File: src/shared/mii_phy_regs.svh
// constants for the phy-side mii block: clock rates, divider counts, code groups
// assumes the system clock runs at 200 MHz; rates are in hz, half periods in system cycles, codes are raw bits
`ifndef MII_PHY_REGS_SVH
`define MII_PHY_REGS_SVH

// ===========================================================================
// clock rates
`define SYS_CLK_HZ 200000000
`define MII_FAST_HZ 25000000
`define MII_SLOW_HZ 2500000
// half periods of the mii clocks in system cycles (round down, at least one)
`define MII_FAST_HALF ((`SYS_CLK_HZ / `MII_FAST_HZ) / 2)
`define MII_SLOW_HALF ((`SYS_CLK_HZ / `MII_SLOW_HZ) / 2)

// ===========================================================================
// 5-bit code groups
`define SYM_IDLE 5'h1F
`define SYM_J 5'h18
`define SYM_K 5'h11
`define SYM_T 5'h0D
`define SYM_R 5'h07

// ===========================================================================
// nibble values
`define NIB_PREAMBLE 4'h5
`define NIB_SFD_FIRST 4'hD
`define NIB_RX_ERROR 4'h5

// ===========================================================================
// scrambler
`define SCR_WIDTH 11
`define SCR_SEED 11'h7FF

`endif
File: src/shared/mii_phy_pkg.sv
// types for the phy-side mii block
// assumes nothing of its surroundings
package mii_phy_pkg;

  // ===========================================================================
  // transmit encoder states
  typedef enum logic [2:0] {
    TX_IDLE = 3'h0,
    TX_SEND_K = 3'h1,
    TX_DATA = 3'h2,
    TX_SEND_T = 3'h3,
    TX_SEND_R = 3'h4
  } tx_state_type;

  // ===========================================================================
  // receive decoder states (100 Mbps)
  typedef enum logic [1:0] {
    RX_IDLE = 2'h0,
    RX_GOT_J = 2'h1,
    RX_FRAME = 2'h2
  } rx_state_type;

endpackage

File: src/design/mii_phy_side.sv
// phy-side mii logic of a 10/100 transceiver: clocks, 4b/5b framing, rx timing, crs/col, loopback
// assumes a 200 MHz system clock; the line side delivers symbols with its own recovered clock,
// and the mac drives txd/tx_en from the tx clock that this block supplies
`timescale 1ns/10ps
`include "mii_phy_regs.svh"

module mii_phy_side #(
  parameter int FIFO_DEPTH = 2
) (
  input wire logic i_clk_sys,
  input wire logic i_rst,
  // configuration and link status
  input wire logic i_speed_100,
  input wire logic i_full_duplex,
  input wire logic i_autoneg_en,
  input wire logic i_test_loopback,
  input wire logic i_oploop_disable,
  // mii toward the mac
  output logic o_tx_clk,
  output logic o_rx_clk,
  input wire logic [3:0] i_txd,
  input wire logic i_tx_en,
  output logic [3:0] o_rxd,
  output logic o_rx_dv,
  output logic o_rx_er,
  output logic o_crs,
  output logic o_col,
  // line transmit side
  output logic [4:0] o_line_tx_sym,
  output logic o_line_tx_stb,
  output logic o_line_tx_en,
  // line receive side
  input wire logic i_line_rx_clk,
  input wire logic [4:0] i_line_rx_sym,
  input wire logic i_line_rx_carrier,
  output logic o_line_rx_ready
);

  // ===========================================================================
  // helper functions
  // 4b/5b data encoding
  function automatic logic [4:0] enc_nibble(input logic [3:0] n);
    logic [4:0] s;
    s = 5'h1E;
    unique case (n)
      4'h0: s = 5'h1E;
      4'h1: s = 5'h09;
      4'h2: s = 5'h14;
      4'h3: s = 5'h15;
      4'h4: s = 5'h0A;
      4'h5: s = 5'h0B;
      4'h6: s = 5'h0E;
      4'h7: s = 5'h0F;
      4'h8: s = 5'h12;
      4'h9: s = 5'h13;
      4'hA: s = 5'h16;
      4'hB: s = 5'h17;
      4'hC: s = 5'h1A;
      4'hD: s = 5'h1B;
      4'hE: s = 5'h1C;
      4'hF: s = 5'h1D;
    endcase
    return s;
  endfunction

  // 5b/4b data decoding: bit 4 set means the code group is not a data symbol
  function automatic logic [4:0] dec_symbol(input logic [4:0] s);
    logic [4:0] r;
    r = 5'h10;
    case (s)
      5'h1E: r = 5'h00;
      5'h09: r = 5'h01;
      5'h14: r = 5'h02;
      5'h15: r = 5'h03;
      5'h0A: r = 5'h04;
      5'h0B: r = 5'h05;
      5'h0E: r = 5'h06;
      5'h0F: r = 5'h07;
      5'h12: r = 5'h08;
      5'h13: r = 5'h09;
      5'h16: r = 5'h0A;
      5'h17: r = 5'h0B;
      5'h1A: r = 5'h0C;
      5'h1B: r = 5'h0D;
      5'h1C: r = 5'h0E;
      5'h1D: r = 5'h0F;
      default: r = 5'h10;
    endcase
    return r;
  endfunction

  // five steps of the x^11 + x^9 + 1 keystream generator
  function automatic logic [`SCR_WIDTH-1:0] scr_step(input logic [`SCR_WIDTH-1:0] st);
    logic [`SCR_WIDTH-1:0] v;
    v = st;
    for (int i = 0; i < 5; i++) begin
      v = {v[`SCR_WIDTH-2:0], v[10] ^ v[8]};
    end
    return v;
  endfunction

  // ===========================================================================
  // mii clock divider: one flop feeds both clocks, so tx and rx clocks never drift apart
  logic [6:0] div_cnt_q;
  logic mii_clk_q;
  wire [6:0] half_count = i_speed_100 ? 7'(`MII_FAST_HALF) : 7'(`MII_SLOW_HALF);
  wire div_wrap = (div_cnt_q >= half_count - 7'h01);
  wire mii_rise = div_wrap && !mii_clk_q;
  wire mii_fall = div_wrap && mii_clk_q;

  // a speed change applies to the half period under way, ending it at once if past the new count, so no runt pulse reaches the mac
  always_ff @(posedge i_clk_sys or posedge i_rst) begin
    if (i_rst) begin
      div_cnt_q <= 7'h00;
      mii_clk_q <= 1'b0;
    end else begin
      div_cnt_q <= div_wrap ? 7'h00 : div_cnt_q + 7'h01;
      if (div_wrap) begin
        mii_clk_q <= !mii_clk_q;
      end
    end
  end

  assign o_tx_clk = mii_clk_q;
  assign o_rx_clk = mii_clk_q;

  // ===========================================================================
  // input synchronisers for every pin from outside the system clock domain
  logic [3:0] txd_s1_q, txd_s2_q;
  logic tx_en_s1_q, tx_en_s2_q;
  logic lclk_s1_q, lclk_s2_q, lclk_s3_q;
  logic [4:0] lsym_s1_q, lsym_s2_q;
  logic lcar_s1_q, lcar_s2_q;

  always_ff @(posedge i_clk_sys or posedge i_rst) begin
    if (i_rst) begin
      txd_s1_q <= 4'h0;
      txd_s2_q <= 4'h0;
      tx_en_s1_q <= 1'b0;
      tx_en_s2_q <= 1'b0;
      lclk_s1_q <= 1'b0;
      lclk_s2_q <= 1'b0;
      lclk_s3_q <= 1'b0;
      lsym_s1_q <= 5'h00;
      lsym_s2_q <= 5'h00;
      lcar_s1_q <= 1'b0;
      lcar_s2_q <= 1'b0;
    end else begin
      txd_s1_q <= i_txd;
      txd_s2_q <= txd_s1_q;
      tx_en_s1_q <= i_tx_en;
      tx_en_s2_q <= tx_en_s1_q;
      lclk_s1_q <= i_line_rx_clk;
      lclk_s2_q <= lclk_s1_q;
      lclk_s3_q <= lclk_s2_q;
      lsym_s1_q <= i_line_rx_sym;
      lsym_s2_q <= lsym_s1_q;
      lcar_s1_q <= i_line_rx_carrier;
      lcar_s2_q <= lcar_s1_q;
    end
  end

  // ===========================================================================
  // transmit capture: the synced copy lags the pin by two cycles, so at the rising tick it
  // still shows what the mac held just before the edge
  logic [3:0] tx_nib_q;
  logic tx_en_q;
  logic tx_tick_q;

  always_ff @(posedge i_clk_sys or posedge i_rst) begin
    if (i_rst) begin
      tx_nib_q <= 4'h0;
      tx_en_q <= 1'b0;
      tx_tick_q <= 1'b0;
    end else begin
      tx_tick_q <= mii_rise;
      if (mii_rise) begin
        tx_nib_q <= txd_s2_q;
        tx_en_q <= tx_en_s2_q;
      end
    end
  end

  // ===========================================================================
  // mode decode
  wire test_loop = i_test_loopback && i_full_duplex && !i_autoneg_en;
  wire op_loop = !i_speed_100 && !i_full_duplex && !i_oploop_disable;
  wire half_duplex = !i_full_duplex;

  // ===========================================================================
  // transmit encoder: the first two nibbles give way to the start delimiter; there is no
  // error input from the mac, so no forced error symbol can ever be emitted
  mii_phy_pkg::tx_state_type tx_state_q, tx_state_d;
  logic [4:0] tx_sym_d;
  logic [4:0] tx_sym_q;
  logic [`SCR_WIDTH-1:0] tx_scr_q;

  always_comb begin
    tx_state_d = tx_state_q;
    tx_sym_d = `SYM_IDLE;
    unique case (tx_state_q)
      mii_phy_pkg::TX_IDLE: begin
        if (tx_en_q) begin
          tx_sym_d = `SYM_J;
          tx_state_d = mii_phy_pkg::TX_SEND_K;
        end
      end
      mii_phy_pkg::TX_SEND_K: begin
        tx_sym_d = `SYM_K;
        tx_state_d = tx_en_q ? mii_phy_pkg::TX_DATA : mii_phy_pkg::TX_SEND_R;
        if (!tx_en_q) begin
          tx_sym_d = `SYM_T; // frame shorter than the delimiter still closes cleanly
        end
      end
      mii_phy_pkg::TX_DATA: begin
        if (tx_en_q) begin
          tx_sym_d = enc_nibble(tx_nib_q);
        end else begin
          tx_sym_d = `SYM_T;
          tx_state_d = mii_phy_pkg::TX_SEND_R;
        end
      end
      mii_phy_pkg::TX_SEND_T: begin
        tx_sym_d = `SYM_T;
        tx_state_d = mii_phy_pkg::TX_SEND_R;
      end
      mii_phy_pkg::TX_SEND_R: begin
        tx_sym_d = `SYM_R;
        tx_state_d = mii_phy_pkg::TX_IDLE;
      end
      default: begin
        tx_state_d = mii_phy_pkg::TX_IDLE;
      end
    endcase
  end

  // line symbols leave one per nibble time; 10 Mbps sends the raw nibble
  always_ff @(posedge i_clk_sys or posedge i_rst) begin
    if (i_rst) begin
      tx_state_q <= mii_phy_pkg::TX_IDLE;
      tx_sym_q <= `SYM_IDLE;
      tx_scr_q <= `SCR_SEED;
    end else if (tx_tick_q) begin
      tx_state_q <= i_speed_100 ? tx_state_d : mii_phy_pkg::TX_IDLE;
      tx_scr_q <= scr_step(tx_scr_q);
      if (i_speed_100) begin
        tx_sym_q <= tx_sym_d ^ tx_scr_q[4:0];
      end else begin
        tx_sym_q <= {tx_en_q, tx_nib_q};
      end
    end
  end

  assign o_line_tx_sym = tx_sym_q;
  assign o_line_tx_stb = tx_tick_q && !test_loop;
  assign o_line_tx_en = !test_loop;

  // ===========================================================================
  // receive decoder on the recovered line clock edges
  logic [`SCR_WIDTH-1:0] rx_scr_q;
  wire line_edge = lclk_s2_q && !lclk_s3_q;
  wire [4:0] rx_plain = i_speed_100 ? (lsym_s2_q ^ rx_scr_q[4:0]) : lsym_s2_q;
  wire [4:0] rx_dec = dec_symbol(rx_plain);
  wire rx_is_data = !rx_dec[4];
  wire rx_is_ctrl = (rx_plain == `SYM_IDLE) || (rx_plain == `SYM_J) || (rx_plain == `SYM_K)
                    || (rx_plain == `SYM_T) || (rx_plain == `SYM_R);
  mii_phy_pkg::rx_state_type rx_state_q, rx_state_d;
  logic sfd_seen_q;
  logic [5:0] rx_word_d;
  logic rx_push_d;

  // entries are {er, dv, nibble}; idle symbols also push a quiet entry to pace the output
  always_comb begin
    rx_state_d = rx_state_q;
    rx_word_d = 6'h00;
    rx_push_d = 1'b0;
    if (i_speed_100) begin
      rx_push_d = line_edge;
      unique case (rx_state_q)
        mii_phy_pkg::RX_IDLE: begin
          if (rx_plain == `SYM_J) begin
            rx_state_d = mii_phy_pkg::RX_GOT_J;
            rx_word_d = {2'b01, `NIB_PREAMBLE};
          end
        end
        mii_phy_pkg::RX_GOT_J: begin
          rx_state_d = (rx_plain == `SYM_K) ? mii_phy_pkg::RX_FRAME : mii_phy_pkg::RX_IDLE;
          rx_word_d = (rx_plain == `SYM_K) ? {2'b01, `NIB_PREAMBLE} : {2'b11, `NIB_RX_ERROR};
        end
        mii_phy_pkg::RX_FRAME: begin
          if (rx_is_data) begin
            rx_word_d = {2'b01, rx_dec[3:0]};
          end else if (rx_is_ctrl) begin
            rx_state_d = mii_phy_pkg::RX_IDLE; // end delimiter or idle closes the frame
          end else begin
            rx_word_d = {2'b11, `NIB_RX_ERROR};
          end
        end
        default: begin
          rx_state_d = mii_phy_pkg::RX_IDLE;
        end
      endcase
    end else begin
      rx_push_d = line_edge;
      if (lcar_s2_q && (sfd_seen_q || lsym_s2_q[3:0] == `NIB_SFD_FIRST)) begin
        rx_word_d = {2'b01, lsym_s2_q[3:0]};
      end
    end
  end

  always_ff @(posedge i_clk_sys or posedge i_rst) begin
    if (i_rst) begin
      rx_state_q <= mii_phy_pkg::RX_IDLE;
      rx_scr_q <= `SCR_SEED;
      sfd_seen_q <= 1'b0;
    end else if (line_edge && o_line_rx_ready) begin
      rx_state_q <= rx_state_d;
      rx_scr_q <= scr_step(rx_scr_q);
      sfd_seen_q <= lcar_s2_q && rx_word_d[4] && !i_speed_100;
    end
  end

  // ===========================================================================
  // source select: either loopback returns the captured tx nibbles instead of line data
  wire loop_on = test_loop || op_loop;
  wire in_valid = loop_on ? tx_tick_q : (rx_push_d && !test_loop);
  wire [5:0] in_word = loop_on ? {1'b0, tx_en_q, tx_nib_q} : rx_word_d;

  // ===========================================================================
  // two-entry buffer; drained at the falling mii edge so the mac sees stable data at its rise
  logic [5:0] fifo_mem_q [FIFO_DEPTH];
  logic [1:0] fifo_cnt_q;
  logic fifo_wr_q, fifo_rd_q;
  wire fifo_full = (fifo_cnt_q == 2'(FIFO_DEPTH));
  wire fifo_empty = (fifo_cnt_q == 2'h0);
  wire out_ready = mii_fall;
  // a full buffer that drains in this cycle still takes the word, as ready has promised
  wire do_push = in_valid && (!fifo_full || out_ready);
  wire do_pop = out_ready && !fifo_empty;

  assign o_line_rx_ready = !fifo_full || out_ready;

  always_ff @(posedge i_clk_sys or posedge i_rst) begin
    if (i_rst) begin
      fifo_cnt_q <= 2'h0;
      fifo_wr_q <= 1'b0;
      fifo_rd_q <= 1'b0;
    end else begin
      fifo_cnt_q <= fifo_cnt_q + 2'(do_push) - 2'(do_pop);
      fifo_wr_q <= fifo_wr_q ^ do_push;
      fifo_rd_q <= fifo_rd_q ^ do_pop;
    end
  end

  // storage holds data only, so it needs no reset
  always_ff @(posedge i_clk_sys) begin
    if (do_push) begin
      fifo_mem_q[fifo_wr_q] <= in_word;
    end
  end

  // ===========================================================================
  // mii receive outputs, updated only on the falling rx clock edge
  logic [3:0] rxd_q;
  logic rx_dv_q, rx_er_q;

  always_ff @(posedge i_clk_sys or posedge i_rst) begin
    if (i_rst) begin
      rxd_q <= 4'h0;
      rx_dv_q <= 1'b0;
      rx_er_q <= 1'b0;
    end else if (out_ready) begin
      rxd_q <= fifo_empty ? 4'h0 : fifo_mem_q[fifo_rd_q][3:0];
      rx_dv_q <= !fifo_empty && fifo_mem_q[fifo_rd_q][4];
      rx_er_q <= !fifo_empty && fifo_mem_q[fifo_rd_q][5];
    end
  end

  assign o_rxd = rxd_q;
  assign o_rx_dv = rx_dv_q;
  assign o_rx_er = rx_er_q;

  // ===========================================================================
  // carrier and collision: plain gates of the synced activity, no mii clock involved,
  // so they follow the line within the synchroniser delay at either speed
  wire line_rx_act = lcar_s2_q && !test_loop;
  wire mac_tx_act = tx_en_s2_q;
  assign o_crs = line_rx_act || (half_duplex && mac_tx_act);
  assign o_col = half_duplex && line_rx_act && mac_tx_act;

endmodule

File: config.mk
export PLATFORM = sky130hd
export DESIGN_NAME = mii_phy_side
export DESIGN_NICKNAME = d
export VERILOG_FILES = /design/src/shared/mii_phy_pkg.sv /design/src/design/mii_phy_side.sv
export VERILOG_INCLUDE_DIRS = /design/src /design/src/shared
export SDC_FILE = /design/constraint.sdc
export NUM_CORES = 1
export LEC_CHECK = 0
export BUFFER_PORTS_ARGS = -buffer_cell sky130_fd_sc_hd__buf_4
export CORE_MARGIN = 5
export CORE_UTILIZATION = 50
export DETAILED_ROUTE_END_ITERATION = 16
export PLACE_DENSITY = 0.69
export SYNTH_ARGS = -nofsm -noshare
export SYNTH_HDL_FRONTEND = slang
export SYNTH_SLANG_ARGS = --single-unit
File: constraint.sdc
create_clock -name i_clk_sys -period 7 [get_ports i_clk_sys]
set_input_delay 0.35 -clock i_clk_sys [delete_from_list [all_inputs] [get_ports i_clk_sys]]
set_output_delay 0.35 -clock i_clk_sys [all_outputs]
set_load 0.005 [all_outputs]
==> run metrics <==
Worst Reg-to-Reg Cells=11; CTS Sinks=94; commonest cells after routing, fill and taps aside=dfrtp_1 (55), buf_4 (39), nor2_1 (33); number of synthesized flops with an enable pin=12; Crit path top cell by count=ha_1; area share of the largest cell type after synthesis=0.306; Critical Path Source Type=flop; root buffer cell=clkbuf_8; clk buf depth=2; Syn Inst Count=405; combinational share of power=0.356; DRC Markers=0; CTS tree=built; largest net degree at the start of global routing=83; Clock Latency Late Sink=360 ps; final core utilization=0.570; RePlAce Congestion=0.935; Die ar.=11000 um^2; vias in the first global route=3134; sequential share of power=0.484; initial antenna violation count=0; critical path type=reg -> reg; routed wire length=8580 um; CTS hold repair buffers=0; Post-Route Setup TNS=0 ps; ys async rst share=0.872; Max Slew Vio Count=0; Worst slew margin=0.335; Die H=105 um; Top Ports=37; Site Rows=34; NetSw=741 uW; area of the multi-input gates=1880 um^2; hold path depth=1; Clk pin slew, worst setup/hold paths=90 ps; WP depth=11; core area=8760 um^2; Slowest-stage cell, CP=a211o_1; Critical Path RT=7290 ps; DR WL/cell=15.7 um; drt first pass iters=4; worst path bufs/invs=2; Primary FF master, synth=dfrtp_1; critical path endpoint category=flop; Post-Syn Area per Cell=11.1 um^2; Clk network pwr share=0.160; Final #Nets=460; DRT antenna net count=0; Fill cells=757; Synth Register Bits=94; H-tree levels=3; starting density of the core=0.514; total grt overflow=0; Cell Area, Synth=4500 um^2; vias per cell=5.61; first-pass GRT wire length=15400 um; most area-consuming cells after synthesis=dfrtp_1 (31%), dfstp_2 (16%), edfxtp_1 (8.0%), mux2_2 (4.5%), xnor2_1 (4.5%); CTS Buf Count=9; share of layout cells above drive strength 1=0.249; maxcap violations=0; worst slew pin tran=997 ps; Synth area leader=dfrtp_1; n_diodes=0; Int Pwr=1.29 mW; min cycle time layout=2740 ps; Die Wd=105 um; Switching Share=0.365; Setup Skew=11.9 ps; area delta synth->final=10.9%; Worst VDD drop=0.000160 V; final hold violation count=0; pwr dens=406 nW/um^2; number of distinct library cells after synthesis=62; dpl hpwl=5960 um; Max Freq=365 MHz; Mapped Nets=432; post-CTS sizing=0; leading cell type in the layout, fill and taps excluded=dfrtp_1; post-CTS setup buffer count=0; worst hold path class=in -> reg; # port buffers=36; Worst EP arrival=3030 ps; Reg area=2450 um^2; Yosys warnings=0; Detailed Route Iter0 Violations=269; Setup Viol. Count Final=0; critical path cell sequence=ha_1, nor3_1, o21ai_0, a211o_1, o211ai_1, inv_1, ha_1, inv_1, ha_1, xnor2_1, xnor2_1; via count=3061; P_leak=2.10 nW; outcome=complete, no violations; sequential cell area fraction in the yosys report=0.543; Hold Worst Slack=90.9 ps; CP top delay family=compound AO/OA/AOI/OAI gates; Worst path max stage delay=470 ps; RSZ-0062 raised after global routing=no; Crit Path Max Fanout=11; fin crit share=0.392; GRT Total Usage=0.170
-- per-layer routing --
layer / vias to the layer above / share of wire / track usage
li1: 1475 / - / -
met1: 1505 / 0.47 / 0.243
met2: 71 / 0.47 / 0.261
met3: 10 / 0.046 / 0.0290
met4: 0 / 0.017 / 0.0667
met5: - / 0 / 0
-- through the flow --
step	setup WS, ps	total power [mW]	instance area (um^2)	std cells
after global placement	4230	1.68	4820	530
final	4260	2.03	5000	546
after CTS	4240	2.05	5000	546
after global routing	4010	2.20	5000	546
after detailed placement	4090	1.72	4820	530
after floorplan	4490	1.51	4500	405
-- synth_stat cells (3+ instances only) --
cell and number:
nand4_1 5, edfxtp_1 12, nand3_1 10, buf_2 4
xor2_1 8, clkbuf_1 11, nor2_1 33, a21oi_1 22
ha_1 8, xnor2_1 23, nand2b_1 3, nor2b_1 7
mux2_2 18, a31oi_1 6, nand2_1 29, dfstp_2 27
o22ai_1 3, a221oi_1 3, or4_1 3, o31ai_1 5
nand3b_1 3, dfrtp_1 55, mux2i_1 9, inv_1 18
nor3_1 7, buf_4 4, o21ai_0 22
-- kinds of logic (layout without fill, tap and decap cells) --
| group | Yosys count | after routing | synth area share |
|---|---|---|---|
| xor gates and xnor gates | 36 | 36 | 0.0833 |
| AOI/OAI and AO/OA | 85 | 85 | 0.120 |
| muxes | 27 | 27 | 0.0650 |
| DFF | 94 | 94 | 0.543 |
| adders and majority gates | 8 | 8 | 0.0222 |
| buffers and inverters | 41 | 74 | 0.0406 |
| and+or+nand+nor | 114 | 114 | 0.126 |
-- worst paths after layout --
kind | endpoint | slack, ps | startpoint
min in group asynchronous | txd_s1_q[1] | 300 | i_rst
setup / recovery | fifo_cnt_q[1] | 4260 | div_cnt_q[2]
hold / removal | txd_s1_q[3] | 90 | i_txd[3]
max in group asynchronous | lsym_s2_q[4] | 6070 | i_rst
setup reg to reg | fifo_cnt_q[1] | 4260 | div_cnt_q[2]
hold reg to reg | lsym_s2_q[1] | 350 | lsym_s1_q[1]
-- final cells by class --
cell class | instances | share of cell area
Inverter | 19 | 0.0145
Clock buffer | 12 | 0.0290
Timing Repair Buffer | 39 | 0.0586
Clock inverter | 4 | 0.00601
Tap cell | 108 | 0.0270
Sequential cell | 94 | 0.489
Multi-Input combinational cell | 270 | 0.375
-- power groups by stage --
stage | Clock, mW | Combinational [mW] | Sequential (mW)
3_5_place_dp | 0 | 0.725 | 0.992
2_1_floorplan | 0 | 0.603 | 0.905
4_1_cts | 0.338 | 0.731 | 0.985
5_1_grt | 0.362 | 0.825 | 1.02
6_report | 0.325 | 0.724 | 0.983
3_3_place_gp | 0 | 0.696 | 0.983
-- worst reg2reg max path, stage by stage (launching register included) --
cell      delay, ps
dfrtp_1         440
ha_1            210
nor3_1          150
o21ai_0         160
a211o_1         470
o211ai_1        330
inv_1            90
ha_1            290
inv_1            40
ha_1            180
xnor2_1         160
xnor2_1         130
-- flip-flops by register name (all words and copies together), names as in the netlist, 4 cells and up --
register	cells
fifo_mem_q	12
rx_scr_q	11
tx_scr_q	11
div_cnt_q	7
lsym_s1_q	5
lsym_s2_q	5
o_line_tx_sym	5
o_rxd	4
tx_nib_q	4
txd_s1_q	4
txd_s2_q	4
(Power assumes the default switching activity.)
